--- config.mk ---
export PLATFORM = sky130hd
export DESIGN_NAME = uarb_addr_recog
export DESIGN_NICKNAME = d
export VERILOG_FILES = /design/src/uarb_pkg.sv /design/src/uarb_addr_recog.sv
export SDC_FILE = /design/constraint.sdc
export NUM_CORES = 1
export LEC_CHECK = 0
export ABC_AREA = 1
export BUFFER_PORTS_ARGS = -buffer_cell sky130_fd_sc_hd__clkbuf_2
export CORE_ASPECT_RATIO = 0.75
export CORE_MARGIN = 2
export CORE_UTILIZATION = 46
export CTS_CLUSTER_SIZE = 14
export DETAILED_ROUTE_END_ITERATION = 10
export GPL_TIMING_DRIVEN = 0
export PLACE_DENSITY_LB_ADDON = 0.08
export SKIP_LAST_GASP = 1
export SYNTH_ARGS = -nofsm -noshare
export SYNTH_HDL_FRONTEND = slang
export SYNTH_HIERARCHICAL = 1
export SYNTH_SLANG_ARGS = --single-unit
--- constraint.sdc ---
create_clock -name clock -period 3.8 [get_ports clock]
set_input_delay 0.38 -clock clock [delete_from_list [all_inputs] [get_ports clock]]
set_output_delay 0.38 -clock clock [all_outputs]
set_load 0.02 [all_outputs]
--- src/uarb_pkg.sv ---
// constants, carriers and functions for the serial address recognition block
//
// Overview of operation
// - mode 2 baud: peripheral clock over 16 or 32
// - peripheral clock: oscillator halved, or undivided
// - ninth bit set means address, clear means data
// - filtering on: data frames dropped, no done or ninth-bit flags
// - matching address frame sets ninth-bit and done flags
// - filtering off: every frame accepted normally
// - mode 1: stop bit stands for ninth bit
// - mode 0: filtering and recognition never active
// - given match compares only where mask is one
// - broadcast is address OR mask, zeros ignored
// - either given or broadcast match is enough
// - full mask compares all eight bits
// - address and mask bytes reset to zero
// - receive and transmit done ORed into one request
// - done flags cleared only by software
// - request needs serial and global enables both
// - done flag set on ninth or stop bit
// - framing detection moves done flag to stop bit outside mode 0
// - framing error sticky until software or reset
package uarb_pkg;

    // serial port modes
    localparam logic [1:0] MODE0 = 2'h0;
    localparam logic [1:0] MODE1 = 2'h1;
    localparam logic [1:0] MODE2 = 2'h2;
    localparam logic [1:0] MODE3 = 2'h3;

    // reset values
    localparam logic [7:0] ADDR_RESET     = 8'h00;
    localparam logic [7:0] MASK_RESET     = 8'h00;
    localparam logic [4:0] BAUD_CNT_RESET = 5'h00;

    // baud divider reload: counts of peripheral ticks minus one
    localparam logic [4:0] BAUD_DIV16_LAST = 5'h0F;
    localparam logic [4:0] BAUD_DIV32_LAST = 5'h1F;

    // receive buffer shape
    localparam int DATA_W     = 8;
    localparam int FIFO_DEPTH = 8;

    // frame handed over by the shift logic at its last data bit
    typedef struct packed {
        logic [7:0] data;
        logic       ninth;
    } uarb_frame_s;

    // given match: only mask ones are compared
    function automatic logic uarb_given_match(input logic [7:0] rx, input logic [7:0] addr,
                                              input logic [7:0] mask);
        uarb_given_match = (((rx ^ addr) & mask) == 8'h00);
    endfunction

    // broadcast match: ones of address OR mask must be ones in the frame
    function automatic logic uarb_addr_match(input logic [7:0] rx, input logic [7:0] addr,
                                             input logic [7:0] mask);
        logic [7:0] bcast;
        bcast = addr | mask;
        uarb_addr_match = uarb_given_match(rx, addr, mask) || ((rx & bcast) == bcast);
    endfunction

endpackage

--- src/uarb_addr_recog.sv ---
// receive buffer fifo and the address recognition, baud and flag logic
`timescale 1ns/1ps
`default_nettype none

module uarb_fifo
    import uarb_pkg::*;
#(
    parameter int W     = DATA_W,
    parameter int DEPTH = FIFO_DEPTH
) (
    // clock and reset
    input  wire logic         clock,
    input  wire logic         rst_n,
    // filling side
    input  wire logic         in_valid,
    output logic              in_ready,
    input  wire logic [W-1:0] in_data,
    // draining side
    output logic              out_valid,
    input  wire logic         out_ready,
    output logic [W-1:0]      out_data
);
    localparam int PW = $clog2(DEPTH);
    localparam int CW = $clog2(DEPTH + 1);

    typedef struct packed {
        logic [DEPTH-1:0][W-1:0] mem;
        logic [PW-1:0]           wr;
        logic [PW-1:0]           rd;
        logic [CW-1:0]           cnt;
    } uarb_fifo_state_s;

    uarb_fifo_state_s s_q;
    uarb_fifo_state_s s_d;
    logic             push;
    logic             pop;

    // honest flags straight from the count
    assign in_ready  = (s_q.cnt != CW'(DEPTH));
    assign out_valid = (s_q.cnt != '0);
    assign out_data  = s_q.mem[s_q.rd];
    assign push      = in_valid && in_ready;
    assign pop       = out_valid && out_ready;

    // pointers wrap naturally, so depth must be a power of two
    always_comb begin
        s_d = s_q;
        if (push) begin
            s_d.mem[s_q.wr] = in_data;
            s_d.wr          = s_q.wr + 1'b1;
        end
        if (pop) begin
            s_d.rd = s_q.rd + 1'b1;
        end
        if (push && !pop) begin
            s_d.cnt = s_q.cnt + 1'b1;
        end else if (pop && !push) begin
            s_d.cnt = s_q.cnt - 1'b1;
        end
    end

    always_ff @(posedge clock or negedge rst_n) begin
        if (!rst_n) begin
            s_q <= '0;
        end else begin
            s_q <= s_d;
        end
    end
endmodule

module uarb_addr_recog
    import uarb_pkg::*;
(
    // clock and reset
    input  wire logic        clock,
    input  wire logic        rst_n,
    // configuration
    input  wire logic [1:0]  mode,
    input  wire logic        multiproc_enable,
    input  wire logic        fe_detect_enable,
    input  wire logic        baud_double_sel,
    input  wire logic        double_clock_mode,
    input  wire logic        serial_irq_enable,
    input  wire logic        global_irq_enable,
    // address and mask byte writes
    input  wire logic        addr_wr,
    input  wire logic [7:0]  addr_wdata,
    input  wire logic        mask_wr,
    input  wire logic [7:0]  mask_wdata,
    // frame shift logic side
    input  wire logic        bit_evt,
    input  wire uarb_frame_s bit_frame,
    input  wire logic        stop_evt,
    input  wire logic        stop_ok,
    output logic             frm_ready,
    input  wire logic        tx_done_evt,
    // software clears
    input  wire logic        rx_done_clr,
    input  wire logic        tx_done_clr,
    input  wire logic        fe_clr,
    // status and timing
    output logic             rx_done_flag,
    output logic             tx_done_flag,
    output logic             rx_ninth_bit,
    output logic             framing_error_flag,
    output logic             serial_irq,
    output logic             periph_tick,
    output logic             baud_tick,
    output logic [7:0]       slave_individual_addr,
    output logic [7:0]       slave_addr_mask,
    // received byte stream
    output logic             rx_valid,
    input  wire logic        rx_ready,
    output logic [7:0]       rx_data
);
    typedef struct packed {
        logic [7:0] addr;
        logic [7:0] mask;
        logic       ptick;
        logic [4:0] bcnt;
        logic       btick;
        logic       pend;
        logic [7:0] pdata;
        logic       pninth;
        logic       ri;
        logic       ti;
        logic       rb8;
        logic       fe;
        logic       irq;
    } uarb_state_s;

    localparam uarb_state_s STATE_RESET = '{
        addr:   ADDR_RESET,
        mask:   MASK_RESET,
        bcnt:   BAUD_CNT_RESET,
        default: '0
    };

    uarb_state_s s_q;
    uarb_state_s s_d;
    logic        mp_active;
    logic        use_stop;
    logic        set_evt;
    logic [7:0]  f_data;
    logic        f_ninth;
    logic        addr_bit;
    logic        match;
    logic        accept;
    logic        rx_set;
    logic        fe_set;

    // frame decision terms; mode 0 masks the enable bit entirely
    assign mp_active = multiproc_enable && (mode != MODE0);
    assign use_stop  = (mode != MODE0) && ((mode == MODE1) || fe_detect_enable);
    assign set_evt   = use_stop ? (stop_evt && s_q.pend) : bit_evt;
    assign f_data    = use_stop ? s_q.pdata : bit_frame.data;
    assign f_ninth   = use_stop ? s_q.pninth : bit_frame.ninth;
    assign addr_bit  = (mode == MODE1) ? stop_ok : f_ninth;
    assign match     = uarb_addr_match(f_data, s_q.addr, s_q.mask);
    assign accept    = !mp_active || (addr_bit && match);
    assign rx_set    = set_evt && accept;
    assign fe_set    = stop_evt && fe_detect_enable && !stop_ok;

    always_comb begin
        s_d = s_q;
        // peripheral tick: every other cycle, or every cycle when doubled
        s_d.ptick = double_clock_mode ? 1'b1 : !s_q.ptick;
        // baud divider reloads only at a tick so the rate never glitches short
        s_d.btick = 1'b0;
        if (s_q.ptick) begin
            if (s_q.bcnt == 5'h00) begin
                s_d.bcnt  = baud_double_sel ? BAUD_DIV16_LAST : BAUD_DIV32_LAST;
                s_d.btick = (mode == MODE2);
            end else begin
                s_d.bcnt = s_q.bcnt - 5'h01;
            end
        end
        // address and mask bytes
        if (addr_wr) begin
            s_d.addr = addr_wdata;
        end
        if (mask_wr) begin
            s_d.mask = mask_wdata;
        end
        // hold the frame until its stop bit when the decision waits for it
        if (bit_evt) begin
            s_d.pend   = 1'b1;
            s_d.pdata  = bit_frame.data;
            s_d.pninth = bit_frame.ninth;
        end else if (stop_evt) begin
            s_d.pend = 1'b0;
        end
        // ninth-bit flag follows only accepted frames
        if (rx_set && (mode != MODE0)) begin
            s_d.rb8 = addr_bit;
        end
        // set wins over a clear in the same cycle; hardware never clears
        s_d.ri  = (s_q.ri & !rx_done_clr) | rx_set;
        s_d.ti  = (s_q.ti & !tx_done_clr) | tx_done_evt;
        s_d.fe  = (s_q.fe & !fe_clr) | fe_set;
        s_d.irq = (s_d.ri | s_d.ti) & serial_irq_enable & global_irq_enable;
    end

    always_ff @(posedge clock or negedge rst_n) begin
        if (!rst_n) begin
            s_q <= STATE_RESET;
        end else begin
            s_q <= s_d;
        end
    end

    // outputs straight from state
    assign rx_done_flag          = s_q.ri;
    assign tx_done_flag          = s_q.ti;
    assign rx_ninth_bit          = s_q.rb8;
    assign framing_error_flag    = s_q.fe;
    assign serial_irq            = s_q.irq;
    assign periph_tick           = s_q.ptick;
    assign baud_tick             = s_q.btick;
    assign slave_individual_addr = s_q.addr;
    assign slave_addr_mask       = s_q.mask;

    // receive buffer; a full buffer drops the byte, so frm_ready throttles the shifter
    uarb_fifo #(
        .W     (DATA_W),
        .DEPTH (FIFO_DEPTH)
    ) u_rx_fifo (
        .clock     (clock),
        .rst_n     (rst_n),
        .in_valid  (rx_set),
        .in_ready  (frm_ready),
        .in_data   (f_data),
        .out_valid (rx_valid),
        .out_ready (rx_ready),
        .out_data  (rx_data)
    );

    a_irq_combine: assert property (@(posedge clock) disable iff (!rst_n)
        serial_irq == ((rx_done_flag || tx_done_flag) && $past(serial_irq_enable && global_irq_enable)))
        else $error("serial request does not follow flags and enables");

    a_rx_hold: assert property (@(posedge clock) disable iff (!rst_n)
        rx_done_flag && !rx_done_clr |=> rx_done_flag)
        else $error("receive done flag cleared by hardware");

    a_tx_hold: assert property (@(posedge clock) disable iff (!rst_n)
        tx_done_flag && !tx_done_clr |=> tx_done_flag)
        else $error("transmit done flag cleared by hardware");

    a_data_discard: assert property (@(posedge clock) disable iff (!rst_n)
        set_evt && multiproc_enable && mode[1] && !f_ninth && !rx_done_flag |=> !rx_done_flag)
        else $error("data frame raised done flag while filtering");

    a_addr_accept: assert property (@(posedge clock) disable iff (!rst_n)
        set_evt && multiproc_enable && mode[1] && f_ninth && match |=> rx_done_flag && rx_ninth_bit)
        else $error("matching address frame not flagged");

    a_given_mask: assert property (@(posedge clock) disable iff (!rst_n)
        set_evt && multiproc_enable && mode[1] && f_ninth
        && (((f_data ^ slave_individual_addr) & slave_addr_mask) == 8'h00) |=> rx_done_flag)
        else $error("given address match missed");

    a_mode1_stop: assert property (@(posedge clock) disable iff (!rst_n)
        set_evt && multiproc_enable && (mode == MODE1) && !stop_ok && !rx_done_flag |=> !rx_done_flag)
        else $error("mode 1 frame without valid stop accepted");

    a_mode0_free: assert property (@(posedge clock) disable iff (!rst_n)
        bit_evt && (mode == MODE0) |=> rx_done_flag)
        else $error("mode 0 frame filtered");

    a_fe_sticky: assert property (@(posedge clock) disable iff (!rst_n)
        framing_error_flag && !fe_clr |=> framing_error_flag)
        else $error("framing error flag lost");

    a_baud_gap: assert property (@(posedge clock) disable iff (!rst_n)
        baud_tick |=> !baud_tick [*8] ##1 !baud_tick [*7])
        else $error("baud ticks closer than sixteen cycles");

    a_baud_mode: assert property (@(posedge clock) disable iff (!rst_n)
        baud_tick |-> $past(mode) == MODE2)
        else $error("baud tick outside mode 2");

    a_tx_set: assert property (@(posedge clock) disable iff (!rst_n)
        tx_done_evt |=> tx_done_flag)
        else $error("transmit done event lost");

    a_fe_set: assert property (@(posedge clock) disable iff (!rst_n)
        stop_evt && fe_detect_enable && !stop_ok |=> framing_error_flag)
        else $error("broken stop bit not flagged");

    a_mode0_ninth: assert property (@(posedge clock) disable iff (!rst_n)
        mode == MODE0 |=> $stable(rx_ninth_bit))
        else $error("ninth flag changed in mode 0");

    a_stop_wait: assert property (@(posedge clock) disable iff (!rst_n)
        bit_evt && !stop_evt && fe_detect_enable && mode[1] && !rx_done_flag |=> !rx_done_flag)
        else $error("done flag raised before stop bit");

    a_push_accept: assert property (@(posedge clock) disable iff (!rst_n)
        $rose(rx_valid) |-> $past(rx_set))
        else $error("byte entered buffer without acceptance");

endmodule

`default_nettype wire

==> results.json <==
{
  "status": "complete, no violations",
  "fp.dieH_um": 106.6,
  "async_flop_share": 1.000,
  "power.leakage_uw": 0.004058,
  "rsz0062_at_grt": "no",
  "grt_pass1_vias": 5382,
  "required_ps": 4050,
  "synth_edf_count": 0,
  "antenna_found_initial": 0,
  "cts.sinks": 112,
  "endpoint_kind": "flip-flop",
  "regToRegSetupSlack_ps": 770,
  "gr-usage-met1": 0.3883,
  "yosysTopAreaCell": "dfrtp_1",
  "reg2reg_depth": 24,
  "globalRouteMet2Util": 0.3463,
  "ys_warn_count": 6,
  "fin_crit_ps": 3099,
  "drc_errors": 0,
  "wirelength_um": 17500,
  "reg2reg_to": "u_rx_fifo/s_q[3]",
  "netlist_instances": 856,
  "grt.busiest_layer": "met1",
  "fin_skew_ps": 7.977,
  "syn_area_mm2": 0.006456,
  "synth_common_cells": "nand2_1 (320), dfrtp_1 (112), inv_1 (88)",
  "row_count": 37,
  "tns_ps": 0,
  "arrival_ps": 3350,
  "dpl.hpwl_um": 12670,
  "syn_to_final_growth_pct": 14.69,
  "postCtsHoldBufs": 1,
  "synth_most_common_cell": "nand2_1",
  "synth_cell_types": 33,
  "fillCellCount": 1343,
  "synth_area_leaders": "dfrtp_1 (43%), nand2_1 (19%), nand4_1 (6.2%), inv_1 (5.1%), nor2_1 (4.1%)",
  "syn-mean-instance-area_um2": 7.542,
  "netlist.area_leader.share": 0.4341,
  "clock.fmax_mhz": 322.7,
  "layout_setup_ws_ps": 701.0,
  "finalHoldViolations": 0,
  "core_mm2": 0.01370,
  "numPortBuffers": 75,
  "numCtsBuffers": 9,
  "cts_root_buffer": "clkbuf_16",
  "maxCapViolations": 0,
  "initial_core_util": 0.4711,
  "ys_ff_latch": 112,
  "drt_pass1_iterations": 7,
  "via_count": 5701,
  "syn_nets": 908,
  "pwr_density_cell_mw_per_mm2": 728.0,
  "relSlewSlack": 0.6562,
  "setup_viol": 0,
  "cts_resized": 0,
  "cp_max_fo": 10,
  "worstHoldEndpoint": "framing_error_flag",
  "place_ws_ps": 341.3,
  "htree_levels": 3,
  "synth_seq_area_share": 0.4341,
  "overflow": 0,
  "die_w_um": 140.8,
  "r2r-start": "s_q[9]",
  "min_period_over_period": 0.8155,
  "antenna_left": 0,
  "final_util": 0.5404,
  "drt-vias-per-instance": 5.072,
  "grt.total_usage": 0.2466,
  "hp-start": "fe_clr",
  "antenna-diode-count": 0,
  "cts_tree": "built",
  "grt_max_degree": 77,
  "use_met3": 0.04824,
  "min_path_cells": 2,
  "ios": 78,
  "final_nets": 996,
  "grt_pass1_wl_um": 28590,
  "cts_buffer_depth": 2,
  "worst_slew_pin_slew_ps": 515.7,
  "path_class": "primary input to flip-flop",
  "postCtsSetupRepairBufs": 0,
  "finalWeightedCongestion": 0.8707,
  "hp-class": "primary input to flip-flop",
  "wl_per_cell_um": 15.57,
  "ir_worst_vdd_mv": 0.3007,
  "cts.clk_slew.worst_paths_ps": 80,
  "startpoint": "mode[1]",
  "first_iter_violations": 475,
  "drive_above_1_share": 0.2002,
  "critPathLaunchType": "primary input",
  "drv_slew": 0,
  "ys.flop_type": "dfrtp_1",
  "clkLatencyLatePin_ps": 350,
  "die_area_mm2": 0.01501
}
## flip-flops by register name (all words and copies together) (netlist names)
signal and count:
u_rx_fifo/s_q 74, baud_tick 1, framing_error_flag 1, rx_ninth_bit 1, rx_done_flag 1, tx_done_flag 1
s_q 15, slave_addr_mask 8, periph_tick 1, serial_irq 1, slave_individual_addr 8
## cell type report
| cell class | count | area, um2 | area share |
|---|---|---|---|
| clock buffers | 11 | 242.7 | 0.03278 |
| inverters | 91 | 344.1 | 0.04647 |
| clock inverters | 5 | 65.06 | 0.008787 |
| well taps | 175 | 219.0 | 0.02957 |
| plain buffers | 59 | 412.9 | 0.05576 |
| repair buffers | 77 | 421.7 | 0.05694 |
| flip-flops and latches | 112 | 2803 | 0.3785 |
| multi-input cells | 594 | 2897 | 0.3912 |
## placed cells by master (no fill, tap or decap), types with 3 or more instances in the layout
master / synthesis / final
nand2_1: 320 / 320
dfrtp_1: 112 / 112
nand3b_1: 3 / 3
nor2_4: 7 / 7
nand4_1: 64 / 64
clkbuf_2: 8 / 82
nand3_1: 41 / 41
buf_4: 32 / 32
buf_2: 7 / 7
nand2_2: 10 / 10
o21ai_0: 32 / 32
ha_1: 6 / 6
inv_1: 88 / 88
buf_6: 7 / 7
clkinv_4: 0 / 3
xnor2_1: 6 / 6
clkbuf_1: 5 / 6
nor2_1: 70 / 70
mux2_2: 8 / 8
nand3_4: 6 / 6
or2_2: 4 / 4
clkbuf_16: 0 / 9
nand3_2: 3 / 3
## where the power goes
| group | switching (uW) | internal, uW | total, uW |
|---|---|---|---|
| Combinational | 1640 | 865 | 2510 |
| Clock | 460 | 537 | 997 |
| Sequential | 275 | 1610 | 1880 |
| Total | 2380 | 3010 | 5390 |
## layer usage
layer	vias to the layer above	wire, um
met3	22	1260
met2	175	7145
met5	-	0
met4	0	240
met1	2633	8856
li1	2871	-
## cells by family (layout without fill, tap and decap cells)
logic type,after synthesis,after routing,synth area share
flops,112,112,0.4341
simple gates,534,534,0.3798
xor+xnor,7,7,0.009496
compound gates,38,38,0.03062
buf+inv,150,243,0.1173
fa+ha+maj,7,7,0.01473
mux,8,8,0.01395
## through the flow
stage	hold WS, ps	power (uW)	cells	cell area [um2]
global route	199.3	5850	1124	7405
floorplan	84.41	3668	856	6456
global placement	454.1	4366	1106	7051
detailed placement	323.3	4398	1107	7087
CTS	182.3	5407	1124	7405
finish	189.4	5390	1124	7405
## worst max path at each step
stage / end / depth (start not counted)
floorplan: u_rx_fifo/s_q[3] / 25
global placement: u_rx_fifo/s_q[3] / 26
detailed placement: u_rx_fifo/s_q[3] / 27
CTS: u_rx_fifo/s_q[3] / 27
global route: u_rx_fifo/s_q[3] / 27
finish: u_rx_fifo/s_q[3] / 26
## critical path: stages
cell and delay (ps):
clkbuf_2 120, nand2_2 120, buf_6 150, nand3b_1 140
nand2_1 150, nand2_1 60, nand3_1 60, nand2_1 60
nor2_1 90, nand2_1 50, nand2_1 110, nand2_1 80
nand2_2 70, nand2_2 70, inv_1 80, buf_6 220
nand2_2 120, inv_1 90, ha_1 160, inv_1 90
ha_1 320, or2_2 310, nand2_1 70, nand2_1 50
nand3_1 60, nand2_1 50
(Power assumes the default switching activity.)
